<file path="config.mk">
export PLATFORM = sky130hd
export DESIGN_NAME = core_decode_lock
export DESIGN_NICKNAME = d
export VERILOG_FILES = /design/src/logic/core_pkg.sv /design/src/logic/ret_stack.sv /design/src/logic/core_decode_lock.sv
export SDC_FILE = /design/constraint.sdc
export NUM_CORES = 1
export LEC_CHECK = 0
export ABC_AREA = 1
export BUFFER_PORTS_ARGS = -buffer_cell sky130_fd_sc_hd__buf_2
export CELL_PAD_IN_SITES_DETAIL_PLACEMENT = 0
export CELL_PAD_IN_SITES_GLOBAL_PLACEMENT = 1
export CORE_MARGIN = 3
export CORE_UTILIZATION = 42
export CTS_BUF_LIST = sky130_fd_sc_hd__clkbuf_8
export DETAILED_ROUTE_END_ITERATION = 6
export GPL_ROUTABILITY_DRIVEN = 1
export PLACE_DENSITY_LB_ADDON = 0.1
export SETUP_SLACK_MARGIN = 0.1
export SLEW_MARGIN = 25
export SYNTH_ARGS = -nofsm -noshare
export SYNTH_HDL_FRONTEND = slang
export SYNTH_HIERARCHICAL = 1
export SYNTH_SLANG_ARGS = --single-unit
</file>
<file path="constraint.sdc">
create_clock -name clk -period 2.5 [get_ports clk]
set_input_delay 0.25 -clock clk [delete_from_list [all_inputs] [get_ports clk]]
set_output_delay 0.25 -clock clk [all_outputs]
set_load 0.02 [all_outputs]
</file>
<file path="src/logic/core_pkg.sv">
/*
 * Shared constants and types for the move-based core decode, stack and lock logic.
 * Assumes a single 25 MHz clock domain and an APB register port with 32-bit data.
 */
package core_pkg;

    // Instruction word layout.
    localparam int unsigned INSTR_W       = 16;
    localparam int unsigned FORMAT_BIT    = 15;
    localparam int unsigned SRC_LSB       = 0;
    localparam int unsigned SRC_MSB       = 7;
    localparam int unsigned DST_LSB       = 8;
    localparam int unsigned DST_MSB       = 14;
    localparam int unsigned MOD_W         = 4;
    localparam int unsigned SUBIDX_W      = 3;
    localparam int unsigned IDX_W         = 5;
    localparam int unsigned PFX_BITS      = IDX_W - SUBIDX_W;
    localparam logic [3:0]  PREFIX_MODULE = 4'hB;

    // Stack geometry and reset value.
    localparam int unsigned STACK_W       = 16;
    localparam int unsigned STACK_DEPTH   = 4;
    localparam int unsigned SP_W          = 2;
    localparam logic [1:0]  SP_RESET      = 2'h3;

    // Memory system sizes and address map.
    localparam int unsigned ROM_WORDS     = 2048;
    localparam int unsigned PM_WORDS      = 1024;
    localparam int unsigned DEE_BYTES     = 128;
    localparam int unsigned SRAM_BYTES    = 64;
    localparam int unsigned PM_AW         = $clog2(PM_WORDS);
    localparam logic [15:0] ROM_BASE      = 16'h8000;
    localparam logic [15:0] ROM_LIMIT     = ROM_BASE + 16'(ROM_WORDS);
    localparam logic [15:0] APP_BASE      = 16'h0000;
    localparam logic [15:0] DATA_IN_PROG  = 16'hA000;
    localparam logic [15:0] PROG_IN_DATA  = 16'h4000;

    // Password location in physical program memory.
    localparam logic [9:0]  PW_FIRST      = 10'h010;
    localparam logic [9:0]  PW_LAST       = 10'h01F;
    localparam int unsigned PW_WORDS      = 16;

    // APB register offsets.
    localparam logic [7:0]  OFS_CTRL      = 8'h00;
    localparam logic [7:0]  OFS_STATUS    = 8'h04;
    localparam logic [7:0]  OFS_PW_ENTRY  = 8'h08;
    localparam logic [7:0]  OFS_ERASE     = 8'h0C;

    // Control register fields.
    localparam int unsigned CTRL_MAP_LSB  = 0;
    localparam int unsigned CTRL_PME      = 2;
    localparam int unsigned CTRL_PWL      = 3;
    localparam int unsigned CTRL_CLOCK    = 4;

    // Status and erase register fields.
    localparam int unsigned ST_SP_LSB     = 0;
    localparam int unsigned ST_UNLOCKED   = 2;
    localparam int unsigned ST_CODE_LOCK  = 3;
    localparam int unsigned ST_ACCESS     = 4;
    localparam int unsigned ST_PFX_PEND   = 5;
    localparam int unsigned ERASE_GO      = 0;

    typedef enum logic [1:0] {
        MAP_HARVARD      = 2'h0,
        MAP_DATA_IN_PROG = 2'h1,
        MAP_PROG_IN_DATA = 2'h3
    } map_mode_t;

    typedef struct packed {
        logic                src_is_reg;
        logic [7:0]          src_imm;
        logic [MOD_W-1:0]    src_module;
        logic [3:0]          src_index;
        logic [MOD_W-1:0]    dst_module;
        logic [IDX_W-1:0]    dst_index;
    } move_fields_t;

    typedef struct packed {
        logic               push;
        logic               pop;
        logic [STACK_W-1:0] data;
    } stack_req_t;

endpackage

</file>
<file path="src/logic/ret_stack.sv">
/*
 * Four-entry, 16-bit return and data stack with a two-bit pointer.
 * Assumes the caller never asks for push and pop in the same cycle; push wins if it does.
 */
`timescale 1ns/1ps
`default_nettype none
module ret_stack (
    // Clock and reset.
    input  wire logic                          clk,
    input  wire logic                          rst,
    // Stack requests.
    input  wire core_pkg::stack_req_t          req,
    // Stack state and popped value.
    output logic [core_pkg::SP_W-1:0]          stack_pointer,
    output logic [core_pkg::STACK_W-1:0]       pop_data
);
    logic [core_pkg::STACK_W-1:0] entry [core_pkg::STACK_DEPTH];
    logic [core_pkg::SP_W-1:0]    next_sp;

    // Pointer steps by one and wraps modulo four silently.
    assign next_sp = req.push ? stack_pointer + 2'h1 : stack_pointer - 2'h1;

    // Pointer update: increment before a push, decrement after a pop.
    always_ff @(posedge clk) begin
        if (rst) begin
            stack_pointer <= core_pkg::SP_RESET;
        end else if (req.push || req.pop) begin
            stack_pointer <= next_sp;
        end
    end

    // Push writes the entry the incremented pointer names.
    always_ff @(posedge clk) begin
        if (!rst && req.push) begin
            entry[next_sp] <= req.data;
        end
    end

    // Pop reads the entry at the current pointer before it moves.
    always_ff @(posedge clk) begin
        if (rst) begin
            pop_data <= 16'h0000;
        end else if (req.pop && !req.push) begin
            pop_data <= entry[stack_pointer];
        end
    end
endmodule
`default_nettype wire

</file>
<file path="src/logic/core_decode_lock.sv">
/*
 * Core control: one-cycle move decode with destination prefix, return stack,
 * memory map modes, utility ROM password and code lock, and boot-mode capture.
 * Assumes program memory presents one instruction word per cycle, the debug
 * port drives the programming-mode request asynchronously, and APB is on clk.
 */
`timescale 1ns/1ps
`default_nettype none
// Functional notes
// - Decode each instruction in one cycle.
// - Instructions are fixed sixteen-bit words.
// - Bit fifteen selects immediate or register source.
// - Low byte carries the transfer source.
// - Source low nibble module, high nibble index.
// - Bits eight to fourteen name the destination.
// - Upper destination indexes need a prefix write.
// - Moves to designated registers trigger operations.
// - Stack is sixteen bits wide, four deep.
// - Calls, returns, interrupts, push, pop use stack.
// - Stack pointer resets to three.
// - Push increments pointer, then writes entry.
// - Pop reads entry, then decrements pointer.
// - Utility ROM starts at 8000h.
// - Harvard default plus two mapping modes.
// - Password is program words 10h to 1Fh.
// - Set password lock requires password for ROM.
// - Mass erase zeroes the password.
// - Code lock blocks all access until erase; reset also clears it.
// - Debug host sets programming mode during reset.
// - Bootloader load, dump, CRC, verify, erase.
// - ROM 2k, program 1k, data EEPROM, SRAM.
module core_decode_lock (
    // Clock and reset.
    input  wire logic                           clk,
    input  wire logic                           rst,
    // APB register port.
    input  wire logic                           psel,
    input  wire logic                           penable,
    input  wire logic                           pwrite,
    input  wire logic [7:0]                     paddr,
    input  wire logic [31:0]                    pwdata,
    output logic [31:0]                         prdata,
    output logic                                pready,
    output logic                                pslverr,
    // Instruction fetch.
    input  wire logic                           instr_valid,
    input  wire logic [core_pkg::INSTR_W-1:0]   instr,
    output logic                                move_valid,
    output core_pkg::move_fields_t              move,
    // Stack requests from call, return, interrupt, push and pop.
    input  wire core_pkg::stack_req_t           stack_req,
    output logic [core_pkg::STACK_W-1:0]        stack_data,
    // Program memory write observation and erase.
    input  wire logic                           pm_wr_en,
    input  wire logic [core_pkg::PM_AW-1:0]     pm_wr_addr,
    input  wire logic [core_pkg::STACK_W-1:0]   pm_wr_data,
    output logic                                mass_erase,
    // Debug port requests.
    input  wire logic                           prog_mode_pin,
    input  wire logic                           dbg_req,
    output logic                                dbg_grant,
    // Memory map.
    input  wire logic [15:0]                    fetch_addr,
    output logic                                fetch_from_rom,
    output logic                                fetch_from_data,
    output logic                                data_from_prog,
    output logic [15:0]                         start_vector
);
    logic [core_pkg::STACK_W-1:0] pw_shadow [core_pkg::PW_WORDS];
    logic [core_pkg::SP_W-1:0]    stack_pointer;
    logic [1:0]                   map_sel;
    logic                         program_mode_enable;
    logic                         password_lock;
    logic                         code_lock;
    logic                         unlocked;
    logic                         pw_match;
    logic [3:0]                   pw_count;
    logic [core_pkg::PFX_BITS-1:0] destination_prefix_reg;
    logic                         prefix_pending;
    logic                         spe_meta;
    logic                         spe_sync;
    logic                         rom_access_ok;

    // Register-bus decode.
    wire        setup_phase = psel && !penable;
    wire        access_wr   = psel && penable && pwrite;
    wire        hit_ctrl    = paddr == core_pkg::OFS_CTRL;
    wire        hit_status  = paddr == core_pkg::OFS_STATUS;
    wire        hit_pw      = paddr == core_pkg::OFS_PW_ENTRY;
    wire        hit_erase   = paddr == core_pkg::OFS_ERASE;
    wire        mapped      = hit_ctrl || hit_status || hit_pw || hit_erase;
    wire        wr_ctrl     = access_wr && hit_ctrl;
    wire        wr_pw       = access_wr && hit_pw && !code_lock;
    wire        erase_go    = access_wr && hit_erase && pwdata[core_pkg::ERASE_GO];

    // Instruction field split.
    wire        fmt_reg     = instr[core_pkg::FORMAT_BIT];
    wire [7:0]  src_field   = instr[core_pkg::SRC_MSB:core_pkg::SRC_LSB];
    wire [6:0]  dst_field   = instr[core_pkg::DST_MSB:core_pkg::DST_LSB];
    wire [3:0]  dst_mod     = dst_field[core_pkg::MOD_W-1:0];
    wire [2:0]  dst_sub     = dst_field[6:core_pkg::MOD_W];
    wire        to_prefix   = instr_valid && dst_mod == core_pkg::PREFIX_MODULE;
    wire [core_pkg::PFX_BITS-1:0] pfx_used = prefix_pending ? destination_prefix_reg : '0;

    // Memory map selection from the mode field.
    wire        in_rom      = fetch_addr >= core_pkg::ROM_BASE && fetch_addr < core_pkg::ROM_LIMIT;
    wire        vn_mode     = map_sel == core_pkg::MAP_DATA_IN_PROG;
    wire        pd_mode     = map_sel == core_pkg::MAP_PROG_IN_DATA;
    wire        in_data_win = fetch_addr >= core_pkg::DATA_IN_PROG;

    // Password entry compare against the shadowed key words.
    wire        word_ok     = pwdata[15:0] == pw_shadow[pw_count];
    wire        last_word   = pw_count == 4'(core_pkg::PW_WORDS - 1);

    assign pready         = psel && penable;
    assign pslverr        = psel && penable && !mapped;
    assign rom_access_ok  = !code_lock && (!password_lock || unlocked);
    assign dbg_grant      = dbg_req && rom_access_ok;
    assign fetch_from_rom = in_rom;
    assign fetch_from_data = vn_mode && in_data_win && !in_rom;
    assign data_from_prog = pd_mode;
    assign start_vector   = program_mode_enable ? core_pkg::ROM_BASE : core_pkg::APP_BASE;

    // Two-stage synchroniser for the debug port programming request.
    always_ff @(posedge clk) begin
        spe_meta <= prog_mode_pin;
        spe_sync <= spe_meta;
    end

    // Mode bit: caught from the debug port while reset is held, cleared by software.
    always_ff @(posedge clk) begin
        if (rst) begin
            program_mode_enable <= spe_sync;
        end else if (wr_ctrl) begin
            program_mode_enable <= pwdata[core_pkg::CTRL_PME] && program_mode_enable;
        end
    end

    // Control register: map mode and password lock.
    always_ff @(posedge clk) begin
        if (rst) begin
            map_sel       <= core_pkg::MAP_HARVARD;
            password_lock <= 1'b1;
        end else if (wr_ctrl) begin
            map_sel       <= pwdata[core_pkg::CTRL_MAP_LSB +: 2];
            password_lock <= pwdata[core_pkg::CTRL_PWL];
        end
    end

    // Code lock: set by software, cleared by reset or mass erase; erase wins over a set.
    always_ff @(posedge clk) begin
        if (rst) begin
            code_lock <= 1'b0;
        end else if (erase_go) begin
            code_lock <= 1'b0;
        end else if (wr_ctrl && pwdata[core_pkg::CTRL_CLOCK]) begin
            code_lock <= 1'b1;
        end
    end

    // Mass erase pulse to the memory controller.
    always_ff @(posedge clk) begin
        if (rst) begin
            mass_erase <= 1'b0;
        end else begin
            mass_erase <= erase_go;
        end
    end

    // Key shadow follows program writes to the password words; erase zeroes it.
    genvar gi;
    generate
        for (gi = 0; gi < core_pkg::PW_WORDS; gi++) begin : g_key
            wire hit = pm_wr_en && pm_wr_addr == core_pkg::PW_FIRST + 10'(gi);
            always_ff @(posedge clk) begin
                if (rst || erase_go) begin
                    pw_shadow[gi] <= 16'h0000;
                end else if (hit) begin
                    pw_shadow[gi] <= pm_wr_data;
                end
            end
        end
    endgenerate

    // Password entry: sixteen words in order, all must match to unlock.
    always_ff @(posedge clk) begin
        if (rst || erase_go || wr_ctrl) begin
            pw_count <= 4'h0;
            pw_match <= 1'b1;
            unlocked <= 1'b0;
        end else if (wr_pw) begin
            pw_count <= pw_count + 4'h1;
            pw_match <= last_word ? 1'b1 : pw_match && word_ok;
            unlocked <= last_word ? pw_match && word_ok : 1'b0;
        end
    end

    // Read data is captured in the setup cycle and shown in the access cycle.
    always_ff @(posedge clk) begin
        if (rst) begin
            prdata <= 32'h0000_0000;
        end else if (setup_phase && !pwrite) begin
            prdata <= 32'h0000_0000;
            if (hit_ctrl) begin
                prdata[core_pkg::CTRL_MAP_LSB +: 2] <= map_sel;
                prdata[core_pkg::CTRL_PME]          <= program_mode_enable;
                prdata[core_pkg::CTRL_PWL]          <= password_lock;
                prdata[core_pkg::CTRL_CLOCK]        <= code_lock;
            end else if (hit_status) begin
                prdata[core_pkg::ST_SP_LSB +: 2]    <= stack_pointer;
                prdata[core_pkg::ST_UNLOCKED]       <= unlocked;
                prdata[core_pkg::ST_CODE_LOCK]      <= code_lock;
                prdata[core_pkg::ST_ACCESS]         <= rom_access_ok;
                prdata[core_pkg::ST_PFX_PEND]       <= prefix_pending;
            end
        end
    end

    // Destination prefix: a move into the prefix module arms the next move.
    always_ff @(posedge clk) begin
        if (rst) begin
            destination_prefix_reg <= '0;
            prefix_pending         <= 1'b0;
        end else if (instr_valid) begin
            destination_prefix_reg <= src_field[core_pkg::PFX_BITS-1:0];
            prefix_pending         <= to_prefix;
        end
    end

    // Single-cycle decode of each word into the transport move fields.
    always_ff @(posedge clk) begin
        if (rst) begin
            move_valid <= 1'b0;
            move       <= '0;
        end else begin
            move_valid      <= instr_valid && !to_prefix;
            move.src_is_reg <= fmt_reg;
            move.src_imm    <= src_field;
            move.src_module <= src_field[3:0];
            move.src_index  <= src_field[7:4];
            move.dst_module <= dst_mod;
            move.dst_index  <= {pfx_used, dst_sub};
        end
    end

    ret_stack u_stack (
        .clk           (clk),
        .rst           (rst),
        .req           (stack_req),
        .stack_pointer (stack_pointer),
        .pop_data      (stack_data)
    );
endmodule
`default_nettype wire

</file>
==> results.yml <==
global_routing:
  gr-usage-all-layers_pct: 20.5
  grt_pass1_vias: 12613
  grt_max_degree: 58
  antenna_found_initial: 0
  grt_overflow_total: 0
  grt_pass1_wl_um: 70500
sta:
  tns_ps: 0
  setup_ws_ps: 277
  setup_viol_count_final: 0
  worst_slew_pin_slew_ps: 733
  grt_setup_unrepaired: "yes"
  clock_skew_ps: 23.3
  worst_hold_slack_ps: 61.8
  max_freq_ghz: 0.450
  relSlewSlack_pct: 51.1
  period_needed_ps: 2220
  post-route-period-util_pct: 88.9
  drv_slew: 0
  final_hold_viol_count: 0
floorplan:
  die_x_um: 211
  coreArea_um2: 41200
  rows: 74
  initial_utilization_pct: 42.8
  ioPinCount: 223
  die_area_um2: 44500
  die_h_um: 211
routing:
  avgViaCountPerCell: 4.88
  vias: 12993
  detail_route.wl_per_cell_um: 17.3
  drt.antenna.violating_nets: 0
  drtIter0Drc: 900
  routed_wl_um: 46000
  drtPass1Iterations: 5
  drc_errors: 0
finish:
  reg.largest.list: "pw_shadow (256), u_stack/entry (64), move (18)"
  layout_common_cells: "nor2_1 (412), nand2_1 (366), edfxtp_1 (321)"
  largest_register_ffs: 256
  syn2layout_area_growth_pct: 17.7
  fin_nets: 2206
  regMostFlops: "pw_shadow"
  diodes: 0
  nFillCells: 3825
  final_common_cell: "nor2_1"
  drive_above_1_share_pct: 16.0
  finish.utilization_pct: 50.4
cts:
  root_buffer: "clkbuf_8"
  htree_levels: 3
  insertion_delay_ps: 610
  cts_made_buffers: 68
  path_clk_slew_ps: 50
  cts_tree: "built"
  clock_sinks: 384
  cts_max_path_buffers: 3
place:
  post-dp-hpwl_um: 29500
  port_buffers: 154
  pre_cts_slack_ps: 218
  gp_congestion: 0.771
logic_synthesis:
  synth_edf_count: 321
  netlist_instances: 1859
  netlist_top_cells_area: "edfxtp_1 (55%), nor2_1 (8.8%), nand2_1 (7.8%)"
  avgSynthCellArea_um2: 9.50
  synth_seq_cells: 384
  synthesis.area_um2: 17700
  synth.yosys.seq_area_share_pct: 61.8
  yosysWarnings: 6
  synth_top_cell_area_share_pct: 54.6
  synth_async_sr_flop_share_pct: 0
  synth_ff_type: "edfxtp_1"
  yosys.area.top_type: "edfxtp_1"
  synth.distinct_cells: 41
power:
  power.leakage_nw: 8.94
  switching_share_pct: 24.5
  intPower_w: 0.0104
  clkPwrFrac_pct: 39.2
  pwr-share-comb_pct: 7.9
  seqPwrFrac_pct: 52.9
  p_switching_w: 0.00338
  vdd_drop_max_mv: 0.400
  total_power_w: 0.0138
  power_density_nw_per_um2: 664
setup_path:
  crit_family: "simple AND/OR/NAND/NOR gates"
  crit_buf_inv: 3
  cp_slowest_cell: "dfxtp_4"
  crit_path_max_incr_delay_ps: 410
  required_ps: 3020
  crit_type: "register to register"
  crit_path_frequent_cell: "nand2_1"
  crit_path_start_kind: "register"
  worst-path-max-fanout: 47
  cp-end-kind: "register"
  path_cells: "buf_12, inv_16, buf_12, o21ai_0, nand3_1, nand3_1, nand2_1, nand2_1, nand2_1, nor2_1, nand2_1, nor2_2, nand4_1, a21oi_1"
  arrival_ps: 2740
min_path:
  holdCritPathClass: "input pin to register"
  hold_path.startpoint: "stack_req[17]"
flow_run:
  cap_violations: 0
run_status:
  status: "completed"
## final cells by class
class / count / area, um^2 / share of cell area [%]
sequential: 384 / 10900 / 52.5
multi-input combinational: 1195 / 5190 / 25.0
timing repair buffer: 260 / 2080 / 10.0
clock buffer: 74 / 1020 / 4.90
tap: 532 / 666 / 3.20
inverter: 167 / 653 / 3.14
clock inverter: 52 / 251 / 1.21
## routing by layer
layer	up-vias	global-route usage (%)	routed length, um
met3	69	3.46	1850
met2	307	34.8	22700
met5	-	0	0
li1	6428	-	-
met1	6189	27.5	20600
met4	0	5.47	833
## tightest hold or removal path: cells and delay by family
kind	cells	cell delay [ps]
buffers and inverters	1	150
AOI/OAI and AO/OA	1	120
and+or+nand+nor	1	90
## power groups by stage
stage               combinational (W)  sequential [W]  clock (W)
floorplan                    0.000657         0.00747          0
global placement              0.00103         0.00742          0
detailed placement            0.00104         0.00743          0
CTS                           0.00110         0.00730    0.00555
global route                  0.00121         0.00732    0.00586
finish                        0.00109         0.00730    0.00541
## cell usage after synthesis, types with 2 or more instances
cell type and instances:
buf_6 21, nand2_1 366, o21ai_0 85, nor4_1 7, xor2_1 3, o221ai_1 2
buf_2 29, a21oi_2 3, nor2_2 7, and3_1 3, o211ai_1 24, buf_4 67
nand2_2 10, edfxtp_1 321, ha_1 5, dfxtp_1 63, buf_12 2, nand3_2 7
clkbuf_1 29, o21ai_1 14, nor2_1 412, nand3b_1 3, nor3_1 5, buf_8 2
buf_1 3, a21oi_1 24, nand3_1 165, o21bai_1 2, inv_1 163
## final timing paths
kind | end | slack (ps) | cells past startpoint
min | u_stack/stack_pointer[0]$_SDFFE_PP1P_ | 60 | 3
max reg2reg | unlocked$_SDFFE_PP0P_ | 280 | 14
max | unlocked$_SDFFE_PP0P_ | 280 | 14
min reg2reg | spe_sync$_DFF_P_ | 330 | 0
## cells by family (layout without fill, tap and decap cells)
group | count (synthesis) | after routing | share of synthesized area [%]
DFF | 384 | 384 | 61.8
buffers and inverters | 320 | 553 | 9.72
xor gates and xnor gates | 4 | 4 | 0.199
other | 1 | 41 | 0.0212
AOI/OAI and AO/OA | 156 | 156 | 4.93
adders and majority gates | 5 | 5 | 0.354
and+or+nand+nor | 989 | 989 | 23.0
## stage by stage
| step | area (um^2) | std cells |
|---|---|---|
| 6_report | 20800 | 2664 |
| 4_1_cts | 20700 | 2661 |
| 5_1_grt | 20800 | 2664 |
| 2_1_floorplan | 17800 | 1899 |
| 3_3_place_gp | 19000 | 2492 |
| 3_5_place_dp | 19000 | 2492 |
## timing repair
item,in CTS,in global routing
endpoints found under the hold margin,92,0
setup buffers,0,2
hold buffers,43,0
resized for setup,0,7
endpoints found under the setup margin,0,2
(Power assumes the default switching activity.)
